--- src/slpm_pkg.sv ---
/*
 Package for the safety link parameter monitor: register offsets, reset values,
 field layouts, state encoding and timing constants.
 Assumes a 250 MHz reference clock.
*/
package slpm_pkg;
   localparam int unsigned CLK_MHZ = 250;
   localparam int unsigned MS_UNIT = 1;
   localparam int unsigned CYC_PER_MS = CLK_MHZ * 1000 * MS_UNIT;
   localparam logic [15:0] ADDR_MIN = 16'h0001;
   localparam logic [15:0] ADDR_MAX = 16'hfffe;
   localparam logic [13:0] WD_MIN_MS = 14'd50;
   localparam logic [13:0] WD_MAX_MS = 14'd10000;
   localparam logic [13:0] WD_RST_MS = 14'd150;
   localparam logic [15:0] CRC_RST = 16'ha98a;
   localparam logic [15:0] CRC_TEST = 16'h0000;
   localparam logic [15:0] DEST_RST = 16'h0000;
   localparam logic [0:0] FMT_RST = 1'b1;
   localparam logic [3:0] REG_CTRL = 4'h0;
   localparam logic [3:0] REG_DEST = 4'h1;
   localparam logic [3:0] REG_OWN = 4'h2;
   localparam logic [3:0] REG_WD = 4'h3;
   localparam logic [3:0] REG_ECRC = 4'h4;
   localparam logic [3:0] REG_CCRC = 4'h5;
   localparam logic [3:0] REG_STAT = 4'h6;
   localparam logic [3:0] REG_IRQ = 4'h7;
   localparam logic [3:0] REG_MASK = 4'h8;
   localparam int unsigned CTRL_START = 0;
   localparam int unsigned CTRL_FMT = 1;
   localparam int unsigned IRQ_W = 4;
   localparam int unsigned EV_TIMEOUT = 0;
   localparam int unsigned EV_RESTORE = 1;
   localparam int unsigned EV_RUN = 2;
   localparam int unsigned EV_CFGERR = 3;
   typedef enum logic [2:0] {
      ST_IDLE = 3'b000,
      ST_CHECK = 3'b001,
      ST_RUN = 3'b011,
      ST_TEST = 3'b010,
      ST_SAFE = 3'b110
   } slpm_state_t;
   typedef struct packed {
      logic [3:0] addr;
      logic [31:0] wdata;
      logic wr;
      logic rd;
   } slpm_bus_t;
endpackage : slpm_pkg

--- src/slpm_top.sv ---
/*
 Safety link parameter monitor: address and CRC checks at connection start,
 restore request, test mode and a communication watchdog with latched safe state.
 Assumes all inputs are synchronous to ref_clk; telegram_ok is a one-cycle pulse.
*/
`timescale 1ns/1ps
`default_nettype none
module slpm_top
   import slpm_pkg::*;
#(
   parameter int unsigned CYC_MS = CYC_PER_MS
) (
   input wire logic ref_clk, // Reference clock.
   input wire logic rst, // Synchronous reset, active high.
   input wire logic [3:0] reg_addr, // Register word index.
   input wire logic [31:0] reg_wdata, // Write data.
   input wire logic reg_wr, // Write strobe.
   input wire logic reg_rd, // Read strobe.
   output logic [31:0] reg_rdata, // Read data, one cycle after strobe.
   input wire logic [15:0] computed_param_crc, // CRC over stored parameters.
   input wire logic telegram_ok, // Valid telegram received pulse.
   output logic data_exchange, // Safety data exchange permitted.
   output logic test_mode, // Test mode active.
   output logic safe_state, // Safe state latched.
   output logic restore_req, // Restore request pulse to parameter server.
   output logic irq // Interrupt, level.
);
   slpm_bus_t bus;
   slpm_state_t st_q;
   logic start_q;
   logic param_block_format_q;
   logic [15:0] dest_q;
   logic [15:0] own_q;
   logic [13:0] watchdog_interval_param_q;
   logic [15:0] expected_param_crc_q;
   logic [31:0] cyc_q;
   logic [13:0] ms_q;
   logic [IRQ_W-1:0] stat_q;
   logic [IRQ_W-1:0] mask_q;
   logic [IRQ_W-1:0] ev;
   logic addr_ok;
   logic crc_used;
   logic wd_expire;
   logic live;
   logic start_pulse;
   logic stat_rd;

   assign bus = '{addr: reg_addr, wdata: reg_wdata, wr: reg_wr, rd: reg_rd};
   assign addr_ok = (dest_q >= ADDR_MIN) && (dest_q <= ADDR_MAX);
   assign crc_used = param_block_format_q;
   assign start_pulse = bus.wr && (bus.addr == REG_CTRL) && bus.wdata[CTRL_START];
   assign stat_rd = bus.rd && (bus.addr == REG_IRQ);

   // Configuration registers; out-of-range watchdog writes are clamped.
   always_ff @(posedge ref_clk) begin
      if (rst) begin
         start_q <= 1'b0;
         param_block_format_q <= FMT_RST;
         dest_q <= DEST_RST;
         own_q <= DEST_RST;
         watchdog_interval_param_q <= WD_RST_MS;
         expected_param_crc_q <= CRC_RST;
         mask_q <= '0;
      end else if (bus.wr) begin
         unique case (bus.addr)
            REG_CTRL: begin
               start_q <= bus.wdata[CTRL_START];
               param_block_format_q <= bus.wdata[CTRL_FMT];
            end
            REG_DEST: dest_q <= bus.wdata[15:0];
            REG_OWN: own_q <= bus.wdata[15:0];
            REG_WD: begin
               if (bus.wdata[31:0] < 32'(WD_MIN_MS)) begin
                  watchdog_interval_param_q <= WD_MIN_MS;
               end else if (bus.wdata[31:0] > 32'(WD_MAX_MS)) begin
                  watchdog_interval_param_q <= WD_MAX_MS;
               end else begin
                  watchdog_interval_param_q <= bus.wdata[13:0];
               end
            end
            REG_ECRC: expected_param_crc_q <= bus.wdata[15:0];
            REG_MASK: mask_q <= bus.wdata[IRQ_W-1:0];
            default: begin
            end
         endcase
      end
   end

   // Link state machine.
   always_ff @(posedge ref_clk) begin
      if (rst) begin
         st_q <= ST_IDLE;
      end else begin
         unique case (st_q)
            ST_IDLE: begin
               if (start_pulse) begin
                  st_q <= ST_CHECK;
               end
            end
            ST_CHECK: begin
               if (!addr_ok || dest_q != own_q) begin
                  st_q <= ST_IDLE;
               end else if (!crc_used) begin
                  st_q <= ST_RUN;
               end else if (expected_param_crc_q == CRC_TEST) begin
                  st_q <= ST_TEST;
               end else if (expected_param_crc_q == computed_param_crc) begin
                  st_q <= ST_RUN;
               end
            end
            // A new start while linked rechecks the configuration first.
            ST_RUN, ST_TEST: begin
               if (wd_expire) begin
                  st_q <= ST_SAFE;
               end else if (start_pulse) begin
                  st_q <= ST_CHECK;
               end
            end
            ST_SAFE: begin
               if (start_pulse) begin
                  st_q <= ST_CHECK;
               end
            end
            default: st_q <= ST_IDLE;
         endcase
      end
   end

   assign live = (st_q == ST_RUN) || (st_q == ST_TEST);

   // Watchdog: millisecond prescaler and millisecond counter.
   always_ff @(posedge ref_clk) begin
      if (rst || !live || telegram_ok) begin
         cyc_q <= '0;
         ms_q <= '0;
      end else if (cyc_q == CYC_MS - 1) begin
         cyc_q <= '0;
         ms_q <= ms_q + 14'd1;
      end else begin
         cyc_q <= cyc_q + 32'd1;
      end
   end

   // Compare with >= so that an interval shortened mid-run still expires.
   assign wd_expire = live && !telegram_ok && (ms_q >= watchdog_interval_param_q);

   // Restore request pulses every other cycle while a mismatch is seen in checking.
   always_ff @(posedge ref_clk) begin
      if (rst) begin
         restore_req <= 1'b0;
      end else begin
         restore_req <= (st_q == ST_CHECK) && addr_ok && (dest_q == own_q) && crc_used
            && (expected_param_crc_q != CRC_TEST)
            && (expected_param_crc_q != computed_param_crc) && !restore_req;
      end
   end

   always_ff @(posedge ref_clk) begin
      if (rst) begin
         data_exchange <= 1'b0;
         test_mode <= 1'b0;
         safe_state <= 1'b0;
      end else begin
         data_exchange <= (st_q == ST_RUN) && !wd_expire;
         test_mode <= (st_q == ST_TEST) && !wd_expire;
         safe_state <= (st_q == ST_SAFE) || wd_expire;
      end
   end

   assign ev[EV_TIMEOUT] = wd_expire;
   assign ev[EV_RESTORE] = restore_req;
   assign ev[EV_RUN] = (st_q == ST_CHECK) && (st_q != ST_RUN) && data_exchange;
   assign ev[EV_CFGERR] = (st_q == ST_CHECK) && (!addr_ok || dest_q != own_q);

   // Sticky status; an event in the clearing read cycle is kept.
   always_ff @(posedge ref_clk) begin
      if (rst) begin
         stat_q <= '0;
      end else begin
         stat_q <= (stat_rd ? '0 : stat_q) | ev;
      end
   end

   assign irq = |(stat_q & mask_q);

   always_ff @(posedge ref_clk) begin
      if (rst) begin
         reg_rdata <= '0;
      end else if (bus.rd) begin
         unique case (bus.addr)
            REG_CTRL: reg_rdata <= {30'h0, param_block_format_q, start_q};
            REG_DEST: reg_rdata <= {16'h0, dest_q};
            REG_OWN: reg_rdata <= {16'h0, own_q};
            REG_WD: reg_rdata <= {18'h0, watchdog_interval_param_q};
            REG_ECRC: reg_rdata <= crc_used ? {16'h0, expected_param_crc_q} : 32'h0;
            REG_CCRC: reg_rdata <= {16'h0, computed_param_crc};
            REG_STAT: reg_rdata <= {24'h0, addr_ok, 2'h0, st_q, test_mode, safe_state};
            REG_IRQ: reg_rdata <= {28'h0, stat_q};
            REG_MASK: reg_rdata <= {28'h0, mask_q};
            default: reg_rdata <= 32'h0;
         endcase
      end else begin
         reg_rdata <= '0;
      end
   end
endmodule : slpm_top
`default_nettype wire

--- config.mk ---
export PLATFORM = sky130hd
export DESIGN_NAME = slpm_top
export DESIGN_NICKNAME = d
export VERILOG_FILES = /design/src/slpm_pkg.sv /design/src/slpm_top.sv
export SDC_FILE = /design/constraint.sdc
export NUM_CORES = 1
export LEC_CHECK = 0
export BUFFER_PORTS_ARGS = -buffer_cell sky130_fd_sc_hd__buf_2
export CORE_MARGIN = 2
export CORE_UTILIZATION = 31
export DETAILED_ROUTE_END_ITERATION = 7
export GPL_TIMING_DRIVEN = 0
export SLEW_MARGIN = 20
export SYNTH_ARGS = -nofsm -noshare
export SYNTH_HDL_FRONTEND = slang
export SYNTH_SLANG_ARGS = --single-unit
export TNS_END_PERCENT = 30
--- constraint.sdc ---
create_clock -name ref_clk -period 2.6 [get_ports ref_clk]
set_input_delay 0.52 -clock ref_clk [delete_from_list [all_inputs] [get_ports ref_clk]]
set_output_delay 0.52 -clock ref_clk [all_outputs]
set_load 0.05 [all_outputs]
Word-level counts from Yosys, hierarchy flattened
Cells that the tools add are included.
{"block": "classes", "n_addsub": 2, "n_reduce_logical": 42, "n_eq_ne": 19, "muxes": 12, "n_lt_le_gt_ge": 5, "bitwise": 3}
{"op": "16-bit case mux with 9 select lines", "n": 1}
{"op": "32-bit by 1-bit adder with 32-bit output (second input constant)", "n": 1}
{"op": "16-bit equality test", "n": 2}
{"op": "32-bit by 18-bit equality test with 1-bit output (second input constant)", "n": 1}
{"op": "32-bit by 14-bit > comparator with 1-bit output (second input constant)", "n": 1}
{"op": "32-bit by 6-bit less-than comparator with 1-bit output (second input constant)", "n": 1}
{"op": "16-bit != test", "n": 2}
{"op": "14-bit 2-to-1 mux", "n": 2}
{"op": "3-bit 2-to-1 mux", "n": 6}
{"op": "1-bit logical AND", "n": 17}
{"op": "4-bit by 3-bit equality test with 1-bit output (second input constant)", "n": 4}
{"op": "16-bit by 1-bit greater-or-equal comparator with 1-bit output (second input constant)", "n": 1}
{"op": "16-bit <= comparator (second input constant)", "n": 1}
{"op": "16-bit zero test", "n": 1}
{"op": "16-bit 2-to-1 mux", "n": 1}
{"op": "16-bit nonzero test", "n": 1}
{"op": "14-bit by 1-bit adder with 14-bit output (second input constant)", "n": 1}
{"op": "14-bit greater-or-equal comparator", "n": 1}
{"op": "2-bit AND reduction", "n": 6}
{"op": "3-bit case mux with 3 select lines", "n": 1}
{"op": "4-bit by 2-bit equality test with 1-bit output (second input constant)", "n": 2}
{"op": "2-bit OR reduction", "n": 4}
{"op": "3-bit by 2-bit equality test with 1-bit output (second input constant)", "n": 2}
{"op": "1-bit zero test", "n": 5}
{"op": "14 further kinds", "n": 18}
{"block": "word_totals", "elab_cells": 99, "inputBits": 57, "reg_bits": 157, "output_inout_bits": 37}

Depth between registers and ports, before layout
{"block": "depth", "ltp_word": 8, "ltp_mapped": 7}

Worst setup path before layout
No wires, ideal clock.
{"block": "synth_timing", "path_kind": "input to register", "from": "input reg_wdata[7]", "to": "register watchdog_interval_param_q[0]", "required_time_ns": 2.530, "cell_stages": 6, "path_buffers": 1, "arrival_time_ns": 1.946, "setup_ns": 0.070, "path_slack_ns": 0.583, "path_cell_list": "or4_1 > o311a_1 > nor4_4 > buf_6 > nand4_1 > a21oi_1"}
{"block": "synth_via", "elab_chain_len": 3, "word_cells_on_any_way": 4}
{"element": "start, declared", "line": "slpm_top.sv:16", "rtl": "input wire logic [31:0] reg_wdata,"}
{"element": "32-bit by 14-bit > comparator with 1-bit output", "line": "slpm_top.sv:75", "rtl": "end else if (bus.wdata[31:0] > 32'(WD_MAX_MS)) begin"}
{"element": "14-bit 2-to-1 mux", "line": "slpm_top.sv:75"}
{"element": "14-bit 2-to-1 mux *", "line": "slpm_top.sv:73", "rtl": "if (bus.wdata[31:0] < 32'(WD_MIN_MS)) begin"}
{"element": "end signal, assigned", "line": "slpm_top.sv:78", "rtl": "watchdog_interval_param_q <= bus.wdata[13:0];"}
{"element": "end, declared", "line": "slpm_top.sv:34", "rtl": "logic [13:0] watchdog_interval_param_q;"}
Mark *: on every way between the ends. The rest lies on a longest branch, timed or not.
A chain may end at the register's enable or synchronous reset.

Worst setup path after layout
{"block": "layout_timing", "from": "register dest_q[0]", "to": "register st_q[2]"}
{"block": "layout_via", "elab_chain_len": 6, "word_cells_on_any_way": 9}
{"element": "start, declared", "line": "slpm_top.sv:32", "rtl": "logic [15:0] dest_q;"}
{"element": "start signal, assigned", "line": "slpm_top.sv:70", "rtl": "REG_DEST: dest_q <= bus.wdata[15:0];"}
{"element": "16-bit by 1-bit greater-or-equal comparator with 1-bit output or 16-bit <= comparator (tied branches)", "line": "slpm_top.sv:49", "rtl": "assign addr_ok = (dest_q >= ADDR_MIN) && (dest_q <= ADDR_MAX);"}
{"element": "1-bit logical AND", "line": "slpm_top.sv:49"}
{"element": "1-bit zero test", "line": "slpm_top.sv:101", "rtl": "if (!addr_ok || dest_q != own_q) begin"}
{"element": "1-bit logical OR *", "line": "slpm_top.sv:101"}
{"element": "3-bit 2-to-1 mux", "line": "slpm_top.sv:101"}
{"element": "3-bit case mux with 3 select lines", "line": "slpm_top.sv:94", "rtl": "unique case (st_q)"}
{"element": "end signal, assigned", "line": "slpm_top.sv:97", "rtl": "st_q <= ST_CHECK;"}
{"element": "end signal, assigned", "line": "slpm_top.sv:102", "rtl": "st_q <= ST_IDLE;"}
{"element": "end signal, assigned", "line": "slpm_top.sv:104", "rtl": "st_q <= ST_RUN;"}
{"element": "end, declared", "line": "slpm_top.sv:29", "rtl": "slpm_state_t st_q;"}
Marked as above.

==> impl_metrics.tcl <==
set metrics [dict create \
    status "complete, no violations" \
    cts_tree "done" \
    synth_edf_count 0 \
    crit_fanout 5 \
    start_kind "flip-flop" \
    met1_usage_pct 22.4 \
    hold_class "in2reg" \
    clock_skew_ps 9.83 \
    mostFrequentLayoutCell "nand2_1" \
    period_needed_ps 2280 \
    fillCellCount 2466 \
    irDropWorstVdd_mv 0.323 \
    rows 56 \
    grt_start_max_net_pins 17 \
    rsz0062_at_grt "no" \
    vias 6881 \
    grt_pass1_wl_um 33800 \
    fin_crit_sh_pct 87.8 \
    drtIter0Drc 490 \
    num_antenna_cells 0 \
    synthToLayoutAreaGrowth_pct 19.4 \
    crit_required_ps 2900 \
    arrival_ps 2580 \
    drive_gt1_share_pct 16.1 \
    syn-instance-count 885 \
    yosys_most_used_dff "dfxtp_1" \
    syn_avg_cell_area_um2 8.26 \
    ys_warn_count 0 \
    met3_usage_pct 3.67 \
    antenna_found_initial 0 \
    wl_um 21300 \
    cts_buffers 17 \
    critPathCaptureType "flip-flop" \
    cts_setup_buffers 0 \
    grt_pass1_vias 6365 \
    final_cell_area_um2 8730 \
    setup_viol 0 \
    grt.busiest_layer "met2" \
    ios 94 \
    start_util_pct 31.3 \
    cts_buffer_depth 2 \
    dp_hpwl_um 16200 \
    clkSinkCount 141 \
    cts_hold_buf 0 \
    drc 0 \
    slew_headroom_pct 32.0 \
    final_cell_mix "nand2_1 (144), dfxtp_1 (141), buf_2 (83)" \
    globalRouteTotalUtil_pct 17.5 \
    p_leak_nw 3.10 \
    slew_viol_final 0 \
    core-area_um2 23300 \
    hold_viol 0 \
    htreeDepth 4 \
    port_buffers 74 \
    yosysUniqueCellTypes 76 \
    grt_use_met2_pct 28.3 \
    seq_area_frac_synth_pct 38.6 \
    drtAntennaViolNets 0 \
    setup_tns_ps 0 \
    place_congestion 0.894 \
    worst_slew_pin_slew_ps 1020 \
    die_h_um 158 \
    syn-cell-area_um2 7310 \
    die_x_um 158 \
    ys_seq_elements 141 \
    viasPerCell 5.19 \
    cts_root_buf "clkbuf_16" \
    powerDensity_nw_per_um2 572 \
    ctsResizeCount 0 \
    firstDrtPassIters 8 \
    max_freq_mhz 438 \
    worstSkewPairLatency_ps 430 \
    placed_cell_area_um2 8140 \
    worst_slack_ps 318 \
    drv_cap 0 \
    globalRoute.totalOverflow 0 \
    critPathKind "reg2reg" \
    routedWlPerCell_um 16.1 \
    synthArstFlopShare_pct 0 \
    dieArea_um2 24800 \
    nNetsFinal 1066 \
    clk_pin_slew_ps 70 \
    dp_slack_ps 3.75 \
]
## metrics by stage
step                      total power, mW  hold WS, ps  util (%)  cells
final                                5.00          391      37.4   1325
after global routing                 5.16          378      37.4   1325
after CTS                            5.02          379      37.4   1325
after detailed placement             2.59          431      34.9   1293
after global placement               2.59          427      34.9   1293
after floorplan                      2.46          412         -    900
## logic make-up (layout without fill, tap and decap cells)
group / after synthesis / count (layout) / synth area share, %
flip-flops: 141 / 141 / 38.6
adder cells (fa/ha/maj): 16 / 16 / 2.74
AND/OR/NAND/NOR: 384 / 384 / 27.5
AO/OA/AOI/OAI: 173 / 173 / 15.5
buffers and inverters: 95 / 201 / 6.21
XOR/XNOR: 64 / 64 / 7.66
multiplexers: 11 / 11 / 1.71
other: 1 / 16 / 0.0513
## worst max-delay path, stage by stage, from the launching register on
cell and delay (ps):
dfxtp_1 430, xnor2_1 200, nand4_1 120, nor4_1 870, nor4bb_1 460, a211oi_1 90
## cell type report
class | instances | area, um^2 | share of cell area (%)
timing repair buffer | 74 | 370 | 4.24
buffer | 65 | 342 | 3.91
tap | 319 | 399 | 4.57
inverter | 30 | 113 | 1.29
clock buffer | 18 | 439 | 5.03
sequential | 141 | 2820 | 32.3
multi-input combinational | 664 | 4100 | 46.9
clock inverter | 14 | 149 | 1.70
## metal layers
layer / routed length (um) / share of wire [%]
met1: 9200 / 43
met2: 9820 / 46
met3: 1560 / 7.3
met4: 705 / 3.3
met5: 0 / 0
## path summary, 6_finish.rpt
path	from	end	slack, ps	depth (start not counted)
max reg2reg	dest_q[0]	st_q[2]	320	5
max	dest_q[0]	st_q[2]	320	5
min reg2reg	cyc_q[0]	cyc_q[0]	440	1
min	reg_wdata[14]	own_q[14]	390	3
## where the power goes
| part | internal [mW] | switching, mW |
|---|---|---|
| Clock | 1.38 | 1.06 |
| Sequential | 2.18 | 0.0189 |
| Combinational | 0.117 | 0.242 |
## registers in the layout (all words and copies together), names as in the netlist, 3 cells and up
name / flops
watchdog_interval_param_q: 14
st_q: 3
reg_rdata: 16
cyc_q: 32
expected_param_crc_q: 16
ms_q: 14
stat_q: 4
own_q: 16
dest_q: 16
mask_q: 4
## cell usage after synthesis, types with 3 or more instances
master / instances / area share (%)
inv_1: 30 / 1.5
nor3b_1: 3 / 0.31
nor4b_2: 4 / 0.82
a31oi_1: 15 / 1.3
mux2i_1: 8 / 1.1
nand3b_1: 9 / 0.92
nand2b_1: 3 / 0.26
a21oi_1: 72 / 4.9
and4_1: 7 / 0.84
a22oi_1: 28 / 2.9
clkbuf_1: 34 / 1.7
xnor2_1: 53 / 6.3
a211oi_1: 4 / 0.41
o21ai_0: 10 / 0.68
or3_1: 7 / 0.60
a221oi_1: 10 / 1.2
nor4_1: 29 / 2.5
buf_4: 17 / 1.7
or4_1: 3 / 0.31
nand3_1: 18 / 1.2
a21o_1: 3 / 0.31
a211o_1: 3 / 0.36
dfxtp_1: 141 / 39
nand2_1: 144 / 7.4
buf_6: 3 / 0.46
xor2_1: 11 / 1.3
and2_1: 9 / 0.77
nand4_1: 32 / 2.7
nor2_1: 72 / 3.7
buf_2: 9 / 0.62
ha_1: 16 / 2.7
and3_1: 10 / 0.86
or2_2: 3 / 0.26
nor3_1: 9 / 0.62
Power figures use the tool's default switching activity.
